===== config.mk =====
export PLATFORM = sky130hd
export DESIGN_NAME = irq_wdt_comparator_ctrl
export DESIGN_NICKNAME = d
export VERILOG_FILES = /design/src/shared/irq_wdt_pkg.sv /design/src/hdl/sync2.sv /design/src/hdl/irq_wdt_comparator_ctrl.sv
export SDC_FILE = /design/constraint.sdc
export NUM_CORES = 1
export LEC_CHECK = 0
export BUFFER_PORTS_ARGS = -buffer_cell sky130_fd_sc_hd__buf_2
export CAP_MARGIN = 30
export CORE_ASPECT_RATIO = 0.75
export CORE_MARGIN = 4
export CORE_UTILIZATION = 35
export DETAILED_ROUTE_END_ITERATION = 12
export PLACE_DENSITY = 0.65
export SYNTH_ARGS = -nofsm -noshare
export SYNTH_HDL_FRONTEND = slang
export SYNTH_SLANG_ARGS = --single-unit

===== constraint.sdc =====
create_clock -name sys_clk -period 6 [get_ports sys_clk]
set_input_delay 1.2 -clock sys_clk [delete_from_list [all_inputs] [get_ports sys_clk]]
set_output_delay 1.2 -clock sys_clk [all_outputs]
set_load 0.1 [all_outputs]

===== src/shared/irq_wdt_pkg.sv =====
// Constants and carrier types for the interrupt, watchdog and comparator control
package irq_wdt_pkg;

	// ----------------------------------------
	// Register offsets (byte addresses)
	// ----------------------------------------
	localparam logic [4:0] OFS_FLAG    = 5'h00;
	localparam logic [4:0] OFS_ENABLE  = 5'h04;
	localparam logic [4:0] OFS_POWER   = 5'h08;
	localparam logic [4:0] OFS_CMPCTL  = 5'h0c;
	localparam logic [4:0] OFS_OSCSTAT = 5'h10;
	localparam logic [4:0] OFS_STATUS  = 5'h14;
	localparam logic [4:0] OFS_PRESC   = 5'h18;
	localparam logic [4:0] OFS_CONFIG  = 5'h1c;

	// ----------------------------------------
	// Field positions
	// ----------------------------------------
	localparam int POWER_WDT_RUN  = 7;
	localparam int POWER_CMP_EN   = 2;
	localparam int OSC_RESULT     = 7;
	localparam int OSC_PIN_OE     = 6;
	localparam int STATUS_TIMEOUT = 4;
	localparam int PRESC_ASSIGN   = 3;
	localparam int CFG_WDT_EN     = 0;
	localparam int CFG_WDT_IRQ    = 1;
	localparam int CFG_PERIOD_LO  = 2;
	localparam int IRQ_COUNT      = 12;
	localparam int IRQ_WDT_BIT    = 6;
	localparam int IRQ_CMP_BIT    = 11;

	// ----------------------------------------
	// Reset values and vector addresses
	// ----------------------------------------
	localparam logic [7:0]  POWER_RST  = 8'h80;
	localparam logic [7:0]  STATUS_RST = 8'h10;
	localparam logic [7:0]  CONFIG_RST = 8'h01;
	localparam logic [10:0] VEC_SW     = 11'h001;
	localparam logic [10:0] VEC_HW     = 11'h008;

	// ----------------------------------------
	// Watchdog timing: periods in microseconds, counts in oscillator ticks
	// ----------------------------------------
	localparam int WDT_OSC_KHZ = 16;
	localparam int WDT_P0_US   = 3500;
	localparam int WDT_P1_US   = 15000;
	localparam int WDT_P2_US   = 60000;
	localparam int WDT_P3_US   = 250000;
	localparam logic [11:0] WDT_CNT_P0 = 12'(WDT_P0_US * WDT_OSC_KHZ / 1000);
	localparam logic [11:0] WDT_CNT_P1 = 12'(WDT_P1_US * WDT_OSC_KHZ / 1000);
	localparam logic [11:0] WDT_CNT_P2 = 12'(WDT_P2_US * WDT_OSC_KHZ / 1000);
	localparam logic [11:0] WDT_CNT_P3 = 12'(WDT_P3_US * WDT_OSC_KHZ / 1000);

	// ----------------------------------------
	// Carrier types
	// ----------------------------------------
	typedef struct packed {
		logic sw_int;
		logic enable_irq_instr;
		logic disable_irq_instr;
		logic return_from_irq_instr;
		logic watchdog_clear_instr;
	} core_instr_t;

	typedef struct packed {
		logic       valid;
		logic       port_b;
		logic [2:0] idx;
	} pad_t;

	typedef struct packed {
		logic       active;
		logic       pad_to_reference_mode;
		logic [3:0] ref_n;
		pad_t       noninv;
		pad_t       inv;
	} cmp_route_t;

	typedef enum logic [1:0] {
		BUS_IDLE = 2'b01,
		BUS_ACK  = 2'b10
	} bus_state_t;

endpackage : irq_wdt_pkg


===== src/hdl/sync2.sv =====
// Two-stage synchroniser for asynchronous levels
`timescale 1ns/1ns
module sync2 #(
	parameter int W = 1
) (
	input  wire logic         sys_clk,
	input  wire logic         resetn,
	input  wire logic         ce,
	input  wire logic [W-1:0] async_in,
	output logic      [W-1:0] sync_out
);
	logic [W-1:0] meta_reg;

	always_ff @(posedge sys_clk or negedge resetn)
	begin
		if (!resetn)
		begin
			meta_reg <= '0;
			sync_out <= '0;
		end
		else if (ce)
		begin
			meta_reg <= async_in;
			sync_out <= meta_reg;
		end
	end
endmodule : sync2


===== src/hdl/irq_wdt_comparator_ctrl.sv =====
// Interrupt controller with watchdog and comparator control
//
// Local design decisions: the Avalon-MM interface to the registers and the register offsets.
`timescale 1ns/1ns
module irq_wdt_comparator_ctrl (
	input  wire logic                     sys_clk,
	input  wire logic                     resetn,
	input  wire logic                     ce,
	input  wire logic [4:0]               avs_address,
	input  wire logic                     avs_read,
	input  wire logic                     avs_write,
	input  wire logic [31:0]              avs_writedata,
	input  wire logic [3:0]               avs_byteenable,
	output logic      [31:0]              avs_readdata,
	output logic                          avs_waitrequest,
	input  wire irq_wdt_pkg::core_instr_t core_instr,
	input  wire logic                     halt_mode,
	input  wire logic [11:0]              hw_event,
	input  wire logic                     cmp_raw,
	input  wire logic                     wdt_osc,
	output logic                          vec_valid,
	output logic      [10:0]              vec_addr,
	output logic                          global_irq_enable,
	output logic                          wdt_reset,
	output irq_wdt_pkg::cmp_route_t       cmp_route,
	output logic                          port_b_pin_3_out,
	output logic                          port_b_pin_3_oe,
	output logic                          first_pwm_channel_disable
);

	// ----------------------------------------
	// Synchronisers
	// ----------------------------------------
	logic [1:0] sync_vec;
	logic       cmp_sync;
	logic       osc_sync;
	logic       osc_prev_reg;
	logic       osc_tick;

	sync2 #(.W(2)) u_sync (
		.sys_clk  (sys_clk),
		.resetn   (resetn),
		.ce       (ce),
		.async_in ({cmp_raw, wdt_osc}),
		.sync_out (sync_vec)
	);
	assign cmp_sync = sync_vec[1];
	assign osc_sync = sync_vec[0];
	assign osc_tick = osc_sync & ~osc_prev_reg;

	// ----------------------------------------
	// Bus slave and registers
	// ----------------------------------------
	irq_wdt_pkg::bus_state_t bus_reg, bus_next;
	logic [11:0] flag_reg, flag_next, ien_reg, ien_next;
	logic [7:0]  power_reg, power_next, cmpctl_reg, cmpctl_next;
	logic [7:0]  status_reg, status_next, presc_reg, presc_next, config_reg, config_next;
	logic        oe_reg, oe_next, copy_reg, copy_next;
	logic [31:0] rdata_next;
	logic        wr_go, rd_go;
	logic        wdt_expire, clr_wdt;
	logic [11:0] set_vec;

	assign wr_go = (bus_reg == irq_wdt_pkg::BUS_ACK) && avs_write && avs_byteenable[0];
	assign rd_go = (bus_reg == irq_wdt_pkg::BUS_ACK) && avs_read;
	assign clr_wdt = core_instr.watchdog_clear_instr;

	always_comb
	begin
		set_vec = hw_event;
		set_vec[irq_wdt_pkg::IRQ_WDT_BIT] = wdt_expire & config_reg[irq_wdt_pkg::CFG_WDT_IRQ];
		set_vec[irq_wdt_pkg::IRQ_CMP_BIT] = cmp_route.active & (cmp_sync != copy_reg);
		bus_next = irq_wdt_pkg::BUS_IDLE;
		if (bus_reg == irq_wdt_pkg::BUS_IDLE && (avs_read || avs_write))
			bus_next = irq_wdt_pkg::BUS_ACK;
		flag_next = flag_reg;
		ien_next = ien_reg;
		power_next = power_reg;
		cmpctl_next = cmpctl_reg;
		oe_next = oe_reg;
		presc_next = presc_reg;
		config_next = config_reg;
		status_next = status_reg;
		copy_next = copy_reg;
		if (wr_go)
		begin
			case (avs_address)
				irq_wdt_pkg::OFS_FLAG:    flag_next = flag_reg & avs_writedata[11:0];
				irq_wdt_pkg::OFS_ENABLE:  ien_next = avs_writedata[11:0];
				irq_wdt_pkg::OFS_POWER:   power_next = avs_writedata[7:0];
				irq_wdt_pkg::OFS_CMPCTL:  cmpctl_next = avs_writedata[7:0];
				irq_wdt_pkg::OFS_OSCSTAT: oe_next = avs_writedata[irq_wdt_pkg::OSC_PIN_OE];
				irq_wdt_pkg::OFS_PRESC:   presc_next = {4'h0, avs_writedata[3:0]};
				irq_wdt_pkg::OFS_CONFIG:  config_next = {4'h0, avs_writedata[3:0]};
				default:                  flag_next = flag_reg;
			endcase
		end
		flag_next = flag_next | set_vec;
		if (rd_go && avs_address == irq_wdt_pkg::OFS_OSCSTAT)
			copy_next = cmp_sync;
		if (clr_wdt)
			status_next[irq_wdt_pkg::STATUS_TIMEOUT] = 1'b1;
		else if (wdt_expire)
			status_next[irq_wdt_pkg::STATUS_TIMEOUT] = 1'b0;
		rdata_next = avs_readdata;
		if (bus_next == irq_wdt_pkg::BUS_ACK)
		begin
			case (avs_address)
				irq_wdt_pkg::OFS_FLAG:    rdata_next = {20'h0, flag_reg & ien_reg};
				irq_wdt_pkg::OFS_ENABLE:  rdata_next = {20'h0, ien_reg};
				irq_wdt_pkg::OFS_POWER:   rdata_next = {24'h0, power_reg};
				irq_wdt_pkg::OFS_CMPCTL:  rdata_next = {24'h0, cmpctl_reg};
				irq_wdt_pkg::OFS_OSCSTAT: rdata_next = {24'h0, cmp_sync, oe_reg, 6'h0};
				irq_wdt_pkg::OFS_STATUS:  rdata_next = {24'h0, status_reg};
				irq_wdt_pkg::OFS_PRESC:   rdata_next = {24'h0, presc_reg};
				irq_wdt_pkg::OFS_CONFIG:  rdata_next = {24'h0, config_reg};
				default:                  rdata_next = 32'h0;
			endcase
		end
	end

	always_ff @(posedge sys_clk or negedge resetn)
	begin
		if (!resetn)
		begin
			bus_reg <= irq_wdt_pkg::BUS_IDLE;
			avs_waitrequest <= 1'b1;
			avs_readdata <= 32'h0;
			flag_reg <= 12'h0;
			ien_reg <= 12'h0;
			power_reg <= irq_wdt_pkg::POWER_RST;
			cmpctl_reg <= 8'h00;
			oe_reg <= 1'b0;
			presc_reg <= 8'h00;
			config_reg <= irq_wdt_pkg::CONFIG_RST;
			status_reg <= irq_wdt_pkg::STATUS_RST;
			copy_reg <= 1'b0;
			osc_prev_reg <= 1'b0;
		end
		else if (ce)
		begin
			bus_reg <= bus_next;
			avs_waitrequest <= (bus_next != irq_wdt_pkg::BUS_ACK);
			avs_readdata <= rdata_next;
			flag_reg <= flag_next;
			ien_reg <= ien_next;
			power_reg <= power_next;
			cmpctl_reg <= cmpctl_next;
			oe_reg <= oe_next;
			presc_reg <= presc_next;
			config_reg <= config_next;
			status_reg <= status_next;
			copy_reg <= copy_next;
			osc_prev_reg <= osc_sync;
		end
	end

	// ----------------------------------------
	// Watchdog
	// ----------------------------------------
	logic [11:0] wdt_cnt_reg, wdt_cnt_next, wdt_limit;
	logic [7:0]  pre_cnt_reg, pre_cnt_next, pre_limit;
	logic        wdt_run;
	logic        base_end;

	assign wdt_run = config_reg[irq_wdt_pkg::CFG_WDT_EN] & power_reg[irq_wdt_pkg::POWER_WDT_RUN];

	always_comb
	begin
		case (config_reg[irq_wdt_pkg::CFG_PERIOD_LO +: 2])
			2'b00:   wdt_limit = irq_wdt_pkg::WDT_CNT_P0;
			2'b01:   wdt_limit = irq_wdt_pkg::WDT_CNT_P1;
			2'b10:   wdt_limit = irq_wdt_pkg::WDT_CNT_P2;
			default: wdt_limit = irq_wdt_pkg::WDT_CNT_P3;
		endcase
		pre_limit = 8'h00;
		if (presc_reg[irq_wdt_pkg::PRESC_ASSIGN])
		begin
			pre_limit = 8'((9'h001 << presc_reg[2:0]) - 9'h001);
			if (config_reg[irq_wdt_pkg::CFG_WDT_IRQ])
				pre_limit = 8'((9'h002 << presc_reg[2:0]) - 9'h001);
		end
		base_end = wdt_run && osc_tick && (wdt_cnt_reg == wdt_limit - 12'h001);
		wdt_expire = base_end && (pre_cnt_reg == pre_limit);
		wdt_cnt_next = wdt_cnt_reg;
		pre_cnt_next = pre_cnt_reg;
		if (clr_wdt)
		begin
			wdt_cnt_next = 12'h000;
			pre_cnt_next = 8'h00;
		end
		else if (wdt_run && osc_tick)
		begin
			wdt_cnt_next = base_end ? 12'h000 : wdt_cnt_reg + 12'h001;
			if (base_end)
				pre_cnt_next = wdt_expire ? 8'h00 : pre_cnt_reg + 8'h01;
		end
	end

	always_ff @(posedge sys_clk or negedge resetn)
	begin
		if (!resetn)
		begin
			wdt_cnt_reg <= 12'h000;
			pre_cnt_reg <= 8'h00;
			wdt_reset <= 1'b0;
		end
		else if (ce)
		begin
			wdt_cnt_reg <= wdt_cnt_next;
			pre_cnt_reg <= pre_cnt_next;
			wdt_reset <= wdt_expire & ~config_reg[irq_wdt_pkg::CFG_WDT_IRQ];
		end
	end

	// ----------------------------------------
	// Global enable and vectoring
	// ----------------------------------------
	logic gie_next, vec_valid_next;
	logic [10:0] vec_addr_next;
	logic hw_pending;

	assign hw_pending = |(flag_reg & ien_reg);

	always_comb
	begin
		gie_next = global_irq_enable;
		vec_valid_next = 1'b0;
		vec_addr_next = vec_addr;
		if (core_instr.enable_irq_instr || core_instr.return_from_irq_instr)
			gie_next = 1'b1;
		else if (core_instr.disable_irq_instr)
			gie_next = 1'b0;
		if (core_instr.sw_int)
		begin
			vec_valid_next = 1'b1;
			vec_addr_next = irq_wdt_pkg::VEC_SW;
			gie_next = 1'b0;
		end
		else if (hw_pending && global_irq_enable && !vec_valid)
		begin
			vec_valid_next = 1'b1;
			vec_addr_next = irq_wdt_pkg::VEC_HW;
			gie_next = 1'b0;
		end
	end

	always_ff @(posedge sys_clk or negedge resetn)
	begin
		if (!resetn)
		begin
			global_irq_enable <= 1'b0;
			vec_valid <= 1'b0;
			vec_addr <= 11'h000;
		end
		else if (ce)
		begin
			global_irq_enable <= gie_next;
			vec_valid <= vec_valid_next;
			vec_addr <= vec_addr_next;
		end
	end

	// ----------------------------------------
	// Comparator routing
	// ----------------------------------------
	irq_wdt_pkg::cmp_route_t route_next;
	logic [3:0] pad_sel;

	assign pad_sel = cmpctl_reg[7:4];

	always_comb
	begin
		route_next.active = power_reg[irq_wdt_pkg::POWER_CMP_EN] & ~halt_mode;
		route_next.pad_to_reference_mode = (cmpctl_reg[3:0] != 4'h0);
		route_next.ref_n = cmpctl_reg[3:0];
		route_next.noninv = '0;
		route_next.inv = '0;
		if (route_next.pad_to_reference_mode)
		begin
			route_next.noninv.valid = (pad_sel != 4'h5) && (pad_sel[3:1] != 3'h7);
			route_next.noninv.port_b = pad_sel[3];
			route_next.noninv.idx = pad_sel[2:0];
		end
		else
		begin
			route_next.noninv.valid = 1'b1;
			route_next.inv.valid = 1'b1;
			route_next.noninv.port_b = pad_sel[3];
			route_next.noninv.idx = {pad_sel[3] & pad_sel[1], pad_sel[3] ^ pad_sel[1], pad_sel[0]};
			route_next.inv.port_b = pad_sel[2];
			route_next.inv.idx = {pad_sel[2] & pad_sel[1], pad_sel[2] ^ pad_sel[1], ~pad_sel[0]};
		end
	end

	always_ff @(posedge sys_clk or negedge resetn)
	begin
		if (!resetn)
		begin
			cmp_route <= '0;
			port_b_pin_3_out <= 1'b0;
			port_b_pin_3_oe <= 1'b0;
			first_pwm_channel_disable <= 1'b0;
		end
		else if (ce)
		begin
			cmp_route <= route_next;
			port_b_pin_3_out <= cmp_sync;
			port_b_pin_3_oe <= oe_reg;
			first_pwm_channel_disable <= oe_reg;
		end
	end
endmodule : irq_wdt_comparator_ctrl


==> impl_metrics.py, run 1 <==
metrics = {
    "status": {
        "status": "complete, no violations",
    },
    "critical_path": {
        "cp_max_fo": 9,
        "crit_path_max_incr_delay_ns": 0.56,
        "crit_chain": "inv_1 -> ha_1 -> or3b_4 -> ha_1 -> or4b_4 -> a2111oi_2 -> a211oi_1 -> or4_4 -> a31oi_4 -> nand3_2 -> a22o_1",
        "arrival_ns": 4.20,
        "startpoint_type": "flop",
        "slowest_stage": "or4_4",
        "crit_top_cell": "ha_1",
        "critPathBufInv": 1,
        "crit_required_ns": 6.33,
        "path_delay_family": "simple AND/OR/NAND/NOR gates",
        "path_class": "reg2reg",
        "critPathCaptureType": "flop",
    },
    "clocking": {
        "clk_pin_slew_ns": 0.05,
        "clock_latency_ns": 0.41,
        "hold_buffers": 0,
        "cts_max_level": 4,
        "numClockSinks": 113,
        "cts_resized": 0,
        "cts_tree": "built",
        "cts-root-buf": "clkbuf_16",
        "post-cts-setup-buffers": 0,
        "numCtsBuffers": 17,
        "cts_buffer_depth": 2,
    },
    "placed_design": {
        "place_area_um2": 6392,
        "io_buffer_count": 77,
        "routabilityCongestion": 0.8326,
        "place_hpwl_mm": 10.49,
    },
    "floorplanning": {
        "die_h_um": 120.7,
        "start_util_pct": 36.30,
        "coreArea_um2": 16320,
        "std_cell_rows": 40,
        "dieArea_um2": 19090,
        "io_pins": 132,
        "die_w_um": 158.2,
    },
    "yosys": {
        "ys_seq_area_share_pct": 47.83,
        "ys.flop_type": "dfrtp_1",
        "synth_cell_types": 64,
        "yosys_warnings": 0,
        "synth_area_leader_cell": "dfrtp_1",
        "synth_seq_cells": 113,
        "avgSynthCellArea_um2": 10.26,
        "ys_async_sr_fraction_pct": 100.0,
        "syn-cell-area_um2": 5922,
        "synthCells": 577,
        "synth_top_cell_area_share_pct": 46.06,
        "synth_area_leaders": "dfrtp_1 (46%), mux2_2 (9.7%), nand2_1 (4.9%)",
        "synth_edf_count": 0,
    },
    "sta": {
        "fmax_ghz": 0.2584,
        "hold_viol": 0,
        "tns_ns": 0,
        "period_share_pct": 64.50,
        "rsz0062_at_grt": "false",
        "clock_skew_ns": 0.008292,
        "period_minus_slack_ns": 3.870,
        "relSlewSlack_pct": 35.46,
        "tightest_slew_ns": 0.9607,
        "drv_slew": 0,
        "setup_violations": 0,
    },
    "run": {
        "maxCapViolCount": 0,
    },
    "pwr": {
        "combPwrFrac_pct": 15.0,
        "pwr-share-clk_pct": 46.9,
        "switchingPower_mw": 0.6192,
        "powerDensity_nw_per_um2": 307.5,
        "p_int_mw": 1.528,
        "p_seq_share_pct": 38.1,
        "vdd_drop_max_mv": 0.2225,
        "power_leakage_nw": 3.303,
        "switching_share_pct": 28.84,
    },
    "finish": {
        "drive_above_1_share_pct": 27.20,
        "antennaDiodeCount": 0,
        "area_growth_pct": 17.90,
        "fin_nets": 736,
        "fillers": 1585,
        "largest_reg_flops": 16,
        "final_area_um2": 6982,
        "largest_register": "cmp_route",
    },
    "global_route": {
        "grt_max_degree": 66,
        "gr-total-overflow": 0,
        "grtUsageTotal_pct": 15.66,
        "grt_pass1_wl_mm": 23.28,
        "grt_pass1_vias": 4306,
        "antenna_found_initial": 1,
    },
    "routing": {
        "num_vias": 4563,
        "drtPass1Iterations": 5,
        "drt-total-wl_mm": 14.61,
        "drcViolationCount": 0,
        "wire_per_inst_um": 16.62,
        "viasPerCell": 5.191,
        "drtAntennaViolNets": 0,
        "initialDrtViolationCount": 291,
    },
    "worst_hold_path": {
        "min_path_type": "reg2reg",
    },
}
final timing paths:
path / start / endpoint / slack (ns) / depth (start not counted)
worst max-delay path: config_reg[1] / status_reg[4] / 2.13 / 11
worst min-delay path: vec_addr[0] / vec_addr[0] / 0.47 / 2
worst max register to register: config_reg[1] / status_reg[4] / 2.13 / 11
worst min register to register: vec_addr[0] / vec_addr[0] / 0.47 / 2
max in group asynchronous: resetn / wdt_cnt_reg[8] / 3.97 / 2
min in group asynchronous: resetn / flag_reg[0] / 0.90 / 1
cell usage after synthesis, drive strengths merged, types with 9 or more instances:
master / number
dfrtp: 109
nand2: 77
mux2: 51
o21ai: 47
buf: 35
nor2: 27
nand3: 20
inv: 17
clkbuf: 16
a21oi: 14
ha: 13
a22o: 11
xnor2: 10
xor2: 10
nor3: 9
logic make-up (layout without fill, tap and decap cells):
group,Yosys count,in the layout,synth area share [%]
buffers and inverters,68,132,6.761
muxes,54,54,10.20
AOI/OAI and AO/OA,121,121,13.78
xor gates and xnor gates,20,20,2.958
adders and majority gates,13,13,2.747
DFF,113,113,47.83
and+or+nand+nor,187,187,15.66
other,1,29,0.06332
routing by layer:
metal  GRT usage [%]  vias to the layer above  part of all wire (%)
li1                -                     2170                     -
met1           24.22                     2229                    51
met2           20.11                      145                    40
met3           5.295                       17                   7.6
met4           4.955                        2                  0.98
met5               0                        -                 0.048
placed cells by master (no fill, tap or decap), drive strengths merged, types with 4 or more instances in the layout:
cell     count
dfrtp      109
buf         84
nand2       77
mux2        51
o21ai       47
conb        29
nor2        27
clkbuf      24
nand3       20
inv         17
a21oi       14
ha          13
a22o        11
xor2        10
xnor2       10
nor3         9
o2111ai      8
nand2b       8
nand4        6
nor2b        6
a22oi        6
and3         6
a211oi       6
or2          4
a21o         4
dfstp        4
clkinv       4
or3          4
worst reg2reg max path, cell delays in order, from the launching register on:
cell	delay, ns
dfrtp_1	0.43
inv_1	0.14
ha_1	0.35
or3b_4	0.44
ha_1	0.35
or4b_4	0.49
a2111oi_2	0.31
a211oi_1	0.10
or4_4	0.56
a31oi_4	0.26
nand3_2	0.14
a22o_1	0.22
area by class of cell:
type	instances	area [µm²]	share of cell area, %
timing repair buffer	84	440.4	6.308
clock buffer	24	471.7	6.756
inverter	17	63.81	0.9140
multi-input combinational	424	2800	40.11
clock inverter	7	110.1	1.577
tap	210	262.8	3.763
sequential	113	2833	40.57
per-stage QoR:
stage | hold slack [ns] | setup WS (ns) | cells | util (%) | power [mW]
3_3_place_gp | 0.4585 | 1.873 | 846 | 39.13 | 1.149
6_report | 0.4701 | 2.130 | 879 | 42.79 | 2.147
5_1_grt | 0.5092 | 1.986 | 879 | 42.79 | 2.226
3_5_place_dp | 0.4618 | 2.132 | 847 | 39.18 | 1.151
4_1_cts | 0.4747 | 2.169 | 878 | 42.75 | 2.161
2_1_floorplan | 0.4718 | 2.563 | 605 | - | 1.090
power by group through the flow:
stage               clock network [mW]  logic (mW)  registers (mW)
CTS                               1.02       0.323           0.817
global route                      1.06       0.344           0.822
finish                            1.01       0.323           0.818
global placement                     0       0.320           0.829
detailed placement                   0       0.322           0.829
floorplan                            0       0.183           0.906
Note: power is estimated with default switching activity, not from simulation.
==> inputs of run 2 (changes only) <==
--- a/config.mk
+++ b/config.mk
@@ -11,7 +11,7 @@
 export CORE_MARGIN = 4
 export CORE_UTILIZATION = 35
 export DETAILED_ROUTE_END_ITERATION = 12
-export PLACE_DENSITY = 0.65
+export PLACE_DENSITY = 0.67
 export SYNTH_ARGS = -nofsm -noshare
 export SYNTH_HDL_FRONTEND = slang
 export SYNTH_SLANG_ARGS = --single-unit
==> constraint.sdc (replaced) <==
create_clock -name sys_clk -period 3.2 [get_ports sys_clk]
set_input_delay 0.64 -clock sys_clk [delete_from_list [all_inputs] [get_ports sys_clk]]
set_output_delay 0.64 -clock sys_clk [all_outputs]
set_load 0.1 [all_outputs]
==> run 2 against run 1 <==
The run now ends with setup timing left. Global-route usage up 0.52 points. Non-clock buffer count up 21. Sequential power up 87%. Critical path depth unchanged. Utilization up 1.3 points. Critical path type unchanged. Critical endpoint unchanged. Largest cell class is now multi-input combinational cells.
==> impl_metrics.py, run 2 (same netlist as run 1, synthesis figures left out) <==
metrics = {
    "finish": {
        "area_growth_pct": 21.34,
        "drive_above_1_share_pct": 30.82,
        "final_area_um2": 7186,
        "final_core_util_pct": 44.04,
        "fin_nets": 757,
        "antennaDiodeCount": 0,
        "largest_register": "cmp_route",
        "fillers": 1559,
        "largest_reg_flops": 16,
        "mostFrequentLayoutCell": "dfrtp_1",
        "final_cell_mix": "dfrtp_1 (109), nand2_1 (77), buf_2 (76)",
    },
    "floorplanning": {
        "start_util_pct": 36.30,
        "io_pins": 132,
        "dieArea_um2": 19090,
        "coreArea_um2": 16320,
        "die_w_um": 158.2,
        "die_h_um": 120.7,
        "std_cell_rows": 40,
    },
    "global_route": {
        "grt_pass1_vias": 4497,
        "grt_max_degree": 90,
        "grtUsageTotal_pct": 16.18,
        "antenna_found_initial": 1,
        "gr-total-overflow": 0,
        "grt_pass1_wl_mm": 24.27,
    },
    "sta": {
        "fmax_ghz": 0.3120,
        "rsz0062_at_grt": "true",
        "hold_viol": 0,
        "tightest_slew_ns": 0.9875,
        "fin_ws_ns": -0.005407,
        "relSlewSlack_pct": 33.62,
        "period_minus_slack_ns": 3.205,
        "setup_violations": 1,
        "clock_skew_ns": 0.005944,
        "drv_slew": 0,
        "period_share_pct": 100.2,
    },
    "routing": {
        "initialDrtViolationCount": 458,
        "viasPerCell": 5.220,
        "num_vias": 4703,
        "drtPass1Iterations": 7,
        "wire_per_inst_um": 16.84,
        "drtAntennaViolNets": 0,
        "drt-total-wl_mm": 15.17,
        "drcViolationCount": 0,
    },
    "clocking": {
        "clk_pin_slew_ns": 0.06,
        "numCtsBuffers": 17,
        "cts-root-buf": "clkbuf_16",
        "numClockSinks": 113,
        "cts_max_level": 4,
        "clock_latency_ns": 0.41,
        "cts_buffer_depth": 2,
        "hold_buffers": 0,
        "cts_tree": "built",
    },
    "pwr": {
        "p_int_mw": 2.759,
        "switchingPower_mw": 1.212,
        "p_seq_share_pct": 38.6,
        "powerDensity_nw_per_um2": 552.7,
        "pwr-share-clk_pct": 45.7,
        "vdd_drop_max_mv": 0.3650,
        "switching_share_pct": 30.53,
        "combPwrFrac_pct": 15.7,
        "power_leakage_nw": 3.398,
    },
    "critical_path": {
        "path_class": "reg2reg",
        "critPathCaptureType": "flop",
        "startpoint_type": "flop",
        "cp_max_fo": 6,
        "crit_required_ns": 3.53,
        "arrival_ns": 3.54,
    },
    "worst_hold_path": {
        "min_path_type": "in2async",
    },
    "placed_design": {
        "routabilityCongestion": 0.8388,
        "io_buffer_count": 77,
        "place_area_um2": 6580,
        "place_hpwl_mm": 11.23,
    },
    "status": {
        "status": "finished, violations left",
        "violations": "setup timing",
    },
    "run": {
        "maxCapViolCount": 0,
    },
}
run 2: cell count changes in the layout (fill, tap and decap cells not counted), moves of 4 or more:
cell | before | now
buf_4 | 8 | 28
clkbuf_1 | 5 | 1
o21ai_1 | 1 | 5
o21ai_0 | 46 | 42
clkinvlp_4 | 0 | 4
run 2: metal layers:
layer  vias to the layer above  GRT usage (%)  share of wire [%]
li1                       2207              -                  -
met1                      2321          25.31                 51
met2                       164          21.01                 40
met3                         9          5.689                8.2
met4                         2          3.676               0.52
met5                         -              0              0.046
run 2: power groups by stage:
stage,logic (mW),registers [mW],clock network (mW)
floorplan,0.346,1.70,0
global placement,0.618,1.55,0
detailed placement,0.622,1.55,0
CTS,0.625,1.53,1.85
global route,0.666,1.54,1.92
finish,0.625,1.53,1.82
run 2: critical path, stage by stage (launching register included):
cell	delay, ns
dfrtp_1	0.39
inv_2	0.08
ha_4	0.13
or3b_4	0.39
ha_4	0.24
or4b_4	0.49
a2111oi_4	0.31
a211oi_2	0.08
or4_4	0.44
a31oi_4	0.26
nand3_2	0.14
a22o_1	0.20
run 2: final timing paths:
path	to	slack, ns	start	cells after the start
max	status_reg[4]	-0.005	presc_reg[0]	11
min	cmp_route[1]	0.13	resetn	1
max reg2reg	status_reg[4]	-0.005	presc_reg[0]	11
min reg2reg	vec_addr[0]	0.48	vec_addr[0]	2
max in group asynchronous	status_reg[4]	2.28	resetn	2
min in group sys_clk	cmp_route[15]	0.42	halt_mode	2
run 2: cell type report:
class / instances / area [µm²] / area share [%]
clock buffer: 18 / 429.2 / 5.972
clock inverter: 14 / 141.4 / 1.968
inverter: 17 / 63.81 / 0.8880
multi-input combinational: 424 / 2845 / 39.60
sequential: 113 / 2833 / 39.42
tap: 210 / 262.8 / 3.657
timing repair buffer: 105 / 610.6 / 8.497
run 2: stage by stage:
step / hold slack (ns) / total power, mW / setup slack (ns) / std cells / setup TNS (ns)
2_1_floorplan: 0.3444 / 2.046 / 0.007063 / 605 / 0
3_3_place_gp: 0.4597 / 2.170 / 0.01784 / 867 / 0
3_5_place_dp: 0.4607 / 2.177 / -0.01131 / 867 / -0.02088
4_1_cts: 0.1380 / 4.002 / -0.01378 / 900 / -0.01633
5_1_grt: 0.1378 / 4.130 / -0.1285 / 901 / -0.8792
6_report: 0.1343 / 3.972 / -0.005407 / 901 / -0.005407
run 2: timing repair:
action	in CTS	in global routing
resized for setup	0	9
endpoints found under the hold margin	0	0
pin swaps	1	1
endpoints found under the setup margin	5	11
setup buffers	1	1
==> inputs of run 3 (changes only) <==
--- a/config.mk
+++ b/config.mk
@@ -15,3 +15,4 @@
 export SYNTH_ARGS = -nofsm -noshare
 export SYNTH_HDL_FRONTEND = slang
 export SYNTH_SLANG_ARGS = --single-unit
+export TNS_END_PERCENT = 20
==> run 3 against run 2 <==
The flow still finishes with violations (setup timing). Clock power hardly changed. Critical path depth unchanged. Utilization did not move. Setup slack worse by 0.0014 ns. Clock skew hardly changed. First-iteration DRC count fell by 4.1%. Sequential share of layout area is the same. Register-to-register slack hardly changed. Sequential power about the same. Critical path type unchanged. Critical endpoint unchanged. Largest cell class unchanged.
==> impl_metrics.py, run 3 (same netlist as run 1, synthesis figures left out) <==
metrics = {
    "global_route": {
        "gr-total-overflow": 0,
        "grtUsageTotal_pct": 16.18,
        "grt_max_degree": 90,
        "grt_pass1_vias": 4497,
        "grt_pass1_wl_mm": 24.27,
        "antenna_found_initial": 1,
    },
    "clocking": {
        "cts_max_level": 4,
        "cts_buffer_depth": 2,
        "numClockSinks": 113,
        "cts-root-buf": "clkbuf_16",
        "cts_tree": "built",
        "numCtsBuffers": 17,
        "hold_buffers": 0,
        "clk_pin_slew_ns": 0.06,
        "clock_latency_ns": 0.41,
    },
    "status": {
        "violations": "setup timing",
        "status": "finished, violations left",
    },
    "sta": {
        "relSlewSlack_pct": 33.61,
        "rsz0062_at_grt": "true",
        "tightest_slew_ns": 0.9876,
        "period_share_pct": 100.2,
        "clock_skew_ns": 0.006049,
        "fin_ws_ns": -0.006780,
        "period_minus_slack_ns": 3.207,
        "setup_violations": 1,
        "drv_slew": 0,
        "fmax_ghz": 0.3118,
        "holdWs_ns": 0.1346,
        "hold_viol": 0,
    },
    "pwr": {
        "finalPower_mw": 3.970,
        "vdd_drop_max_mv": 0.3642,
        "power_leakage_nw": 3.398,
        "powerDensity_nw_per_um2": 552.5,
    },
    "finish": {
        "final_area_um2": 7186,
        "mostFrequentLayoutCell": "dfrtp_1",
        "antennaDiodeCount": 0,
        "fin_nets": 757,
        "largest_register": "cmp_route",
        "final_cell_mix": "dfrtp_1 (109), nand2_1 (77), buf_2 (76)",
        "drive_above_1_share_pct": 30.82,
        "instances_no_fill": 901,
        "area_growth_pct": 21.34,
        "largest_reg_flops": 16,
    },
    "routing": {
        "drcViolationCount": 0,
        "initialDrtViolationCount": 439,
        "wire_per_inst_um": 16.88,
        "route.met3.wl_mm": 1.321,
        "num_vias": 4673,
        "drtPass1Iterations": 6,
        "drtAntennaViolNets": 0,
        "viasPerCell": 5.186,
        "wl_met2_mm": 6.108,
        "wl_met1_mm": 7.674,
        "highest_layer": "met5",
        "drt-total-wl_mm": 15.21,
    },
    "placed_design": {
        "dp.cells": 867,
        "routabilityCongestion": 0.8388,
        "dp_slack_ns": -0.01131,
        "place_area_um2": 6580,
        "place_hpwl_mm": 11.23,
        "io_buffer_count": 77,
    },
    "critical_path": {
        "arrival_ns": 3.54,
        "cp.depth": 11,
        "crit_required_ns": 3.53,
        "cp_max_fo": 6,
        "slowest_stage": "or4b_4",
        "startpoint_type": "flop",
        "ff2ff_setup_slack_ns": -0.007,
        "r2r_cells": 11,
        "path_delay_family": "simple AND/OR/NAND/NOR gates",
        "crit_top_cell": "ha_4",
        "critPathCapture": "status_reg[4]",
        "critPathCaptureType": "flop",
        "crit_chain": "inv_2 -> ha_4 -> or3b_4 -> ha_4 -> or4b_4 -> a2111oi_4 -> a211oi_2 -> or4_4 -> a31oi_4 -> nand3_2 -> a22o_1",
        "path_class": "reg2reg",
        "critPathBufInv": 1,
        "r2r-end": "status_reg[4]",
        "startpoint": "presc_reg[0]",
        "crit_path_max_incr_delay_ns": 0.49,
        "rr_startpoint": "presc_reg[0]",
    },
    "floorplanning": {
        "dieArea_um2": 19090,
        "io_pins": 132,
        "die_h_um": 120.7,
        "coreArea_um2": 16320,
        "start_util_pct": 36.30,
        "die_w_um": 158.2,
        "std_cell_rows": 40,
    },
    "run": {
        "maxCapViolCount": 0,
    },
    "worst_hold_path": {
        "min_path_type": "in2async",
    },
}
[run 3: cell types whose count changed in the layout (fill, tap and decap cells not counted)]
cell     previous run  this run
o21ai_0            42        43
o21ai_1             5         4
[run 3: layer usage]
| metal | global-route usage (%) | vias to the layer above |
|---|---|---|
| met3 | 5.689 | 12 |
| li1 | - | 2206 |
| met2 | 21.01 | 176 |
| met5 | 0 | - |
| met4 | 3.676 | 2 |
| met1 | 25.31 | 2277 |
[run 3: layout make-up]
cell class / count / area [µm²]
Sequential cell: 113 / 2833
Clock inverter: 14 / 141.4
Fill cell: 1559 / 9130
Timing Repair Buffer: 105 / 610.6
Inverter: 17 / 63.81
Clock buffer: 18 / 429.2
Multi-Input combinational cell: 424 / 2845
Tap cell: 210 / 262.8
[run 3: worst min path at each step]
stage                 endpoint  slack [ns]  cells after the start         from
3_3_place_gp       vec_addr[0]        0.46                      2  vec_addr[0]
3_5_place_dp       vec_addr[0]        0.46                      2  vec_addr[0]
2_1_floorplan  avs_readdata[0]        0.34                      0       resetn
5_1_grt           cmp_route[1]        0.14                      1       resetn
4_1_cts           cmp_route[1]        0.14                      1       resetn
6_report          cmp_route[1]        0.13                      1       resetn
[run 3: repair_timing]
item	in CTS	in global routing
buffers inserted	1	1
setup endpoints to repair	5	11
pin swaps	1	1
gates resized for setup	0	8
[run 3: where the power goes]
part	total [mW]	leakage, nW	internal, mW	switching [mW]
clock	1.81	0.272	1.14	0.673
combinational	0.625	1.68	0.134	0.491
sequential	1.53	1.44	1.49	0.0462
[run 3: through the flow]
step                 TNS (ns)  util [%]
finish              -0.006780     44.04
global route          -0.9193     44.04
CTS                  -0.01633     43.87
detailed placement   -0.02088     40.33
global placement            0     40.33
floorplan                   0         -
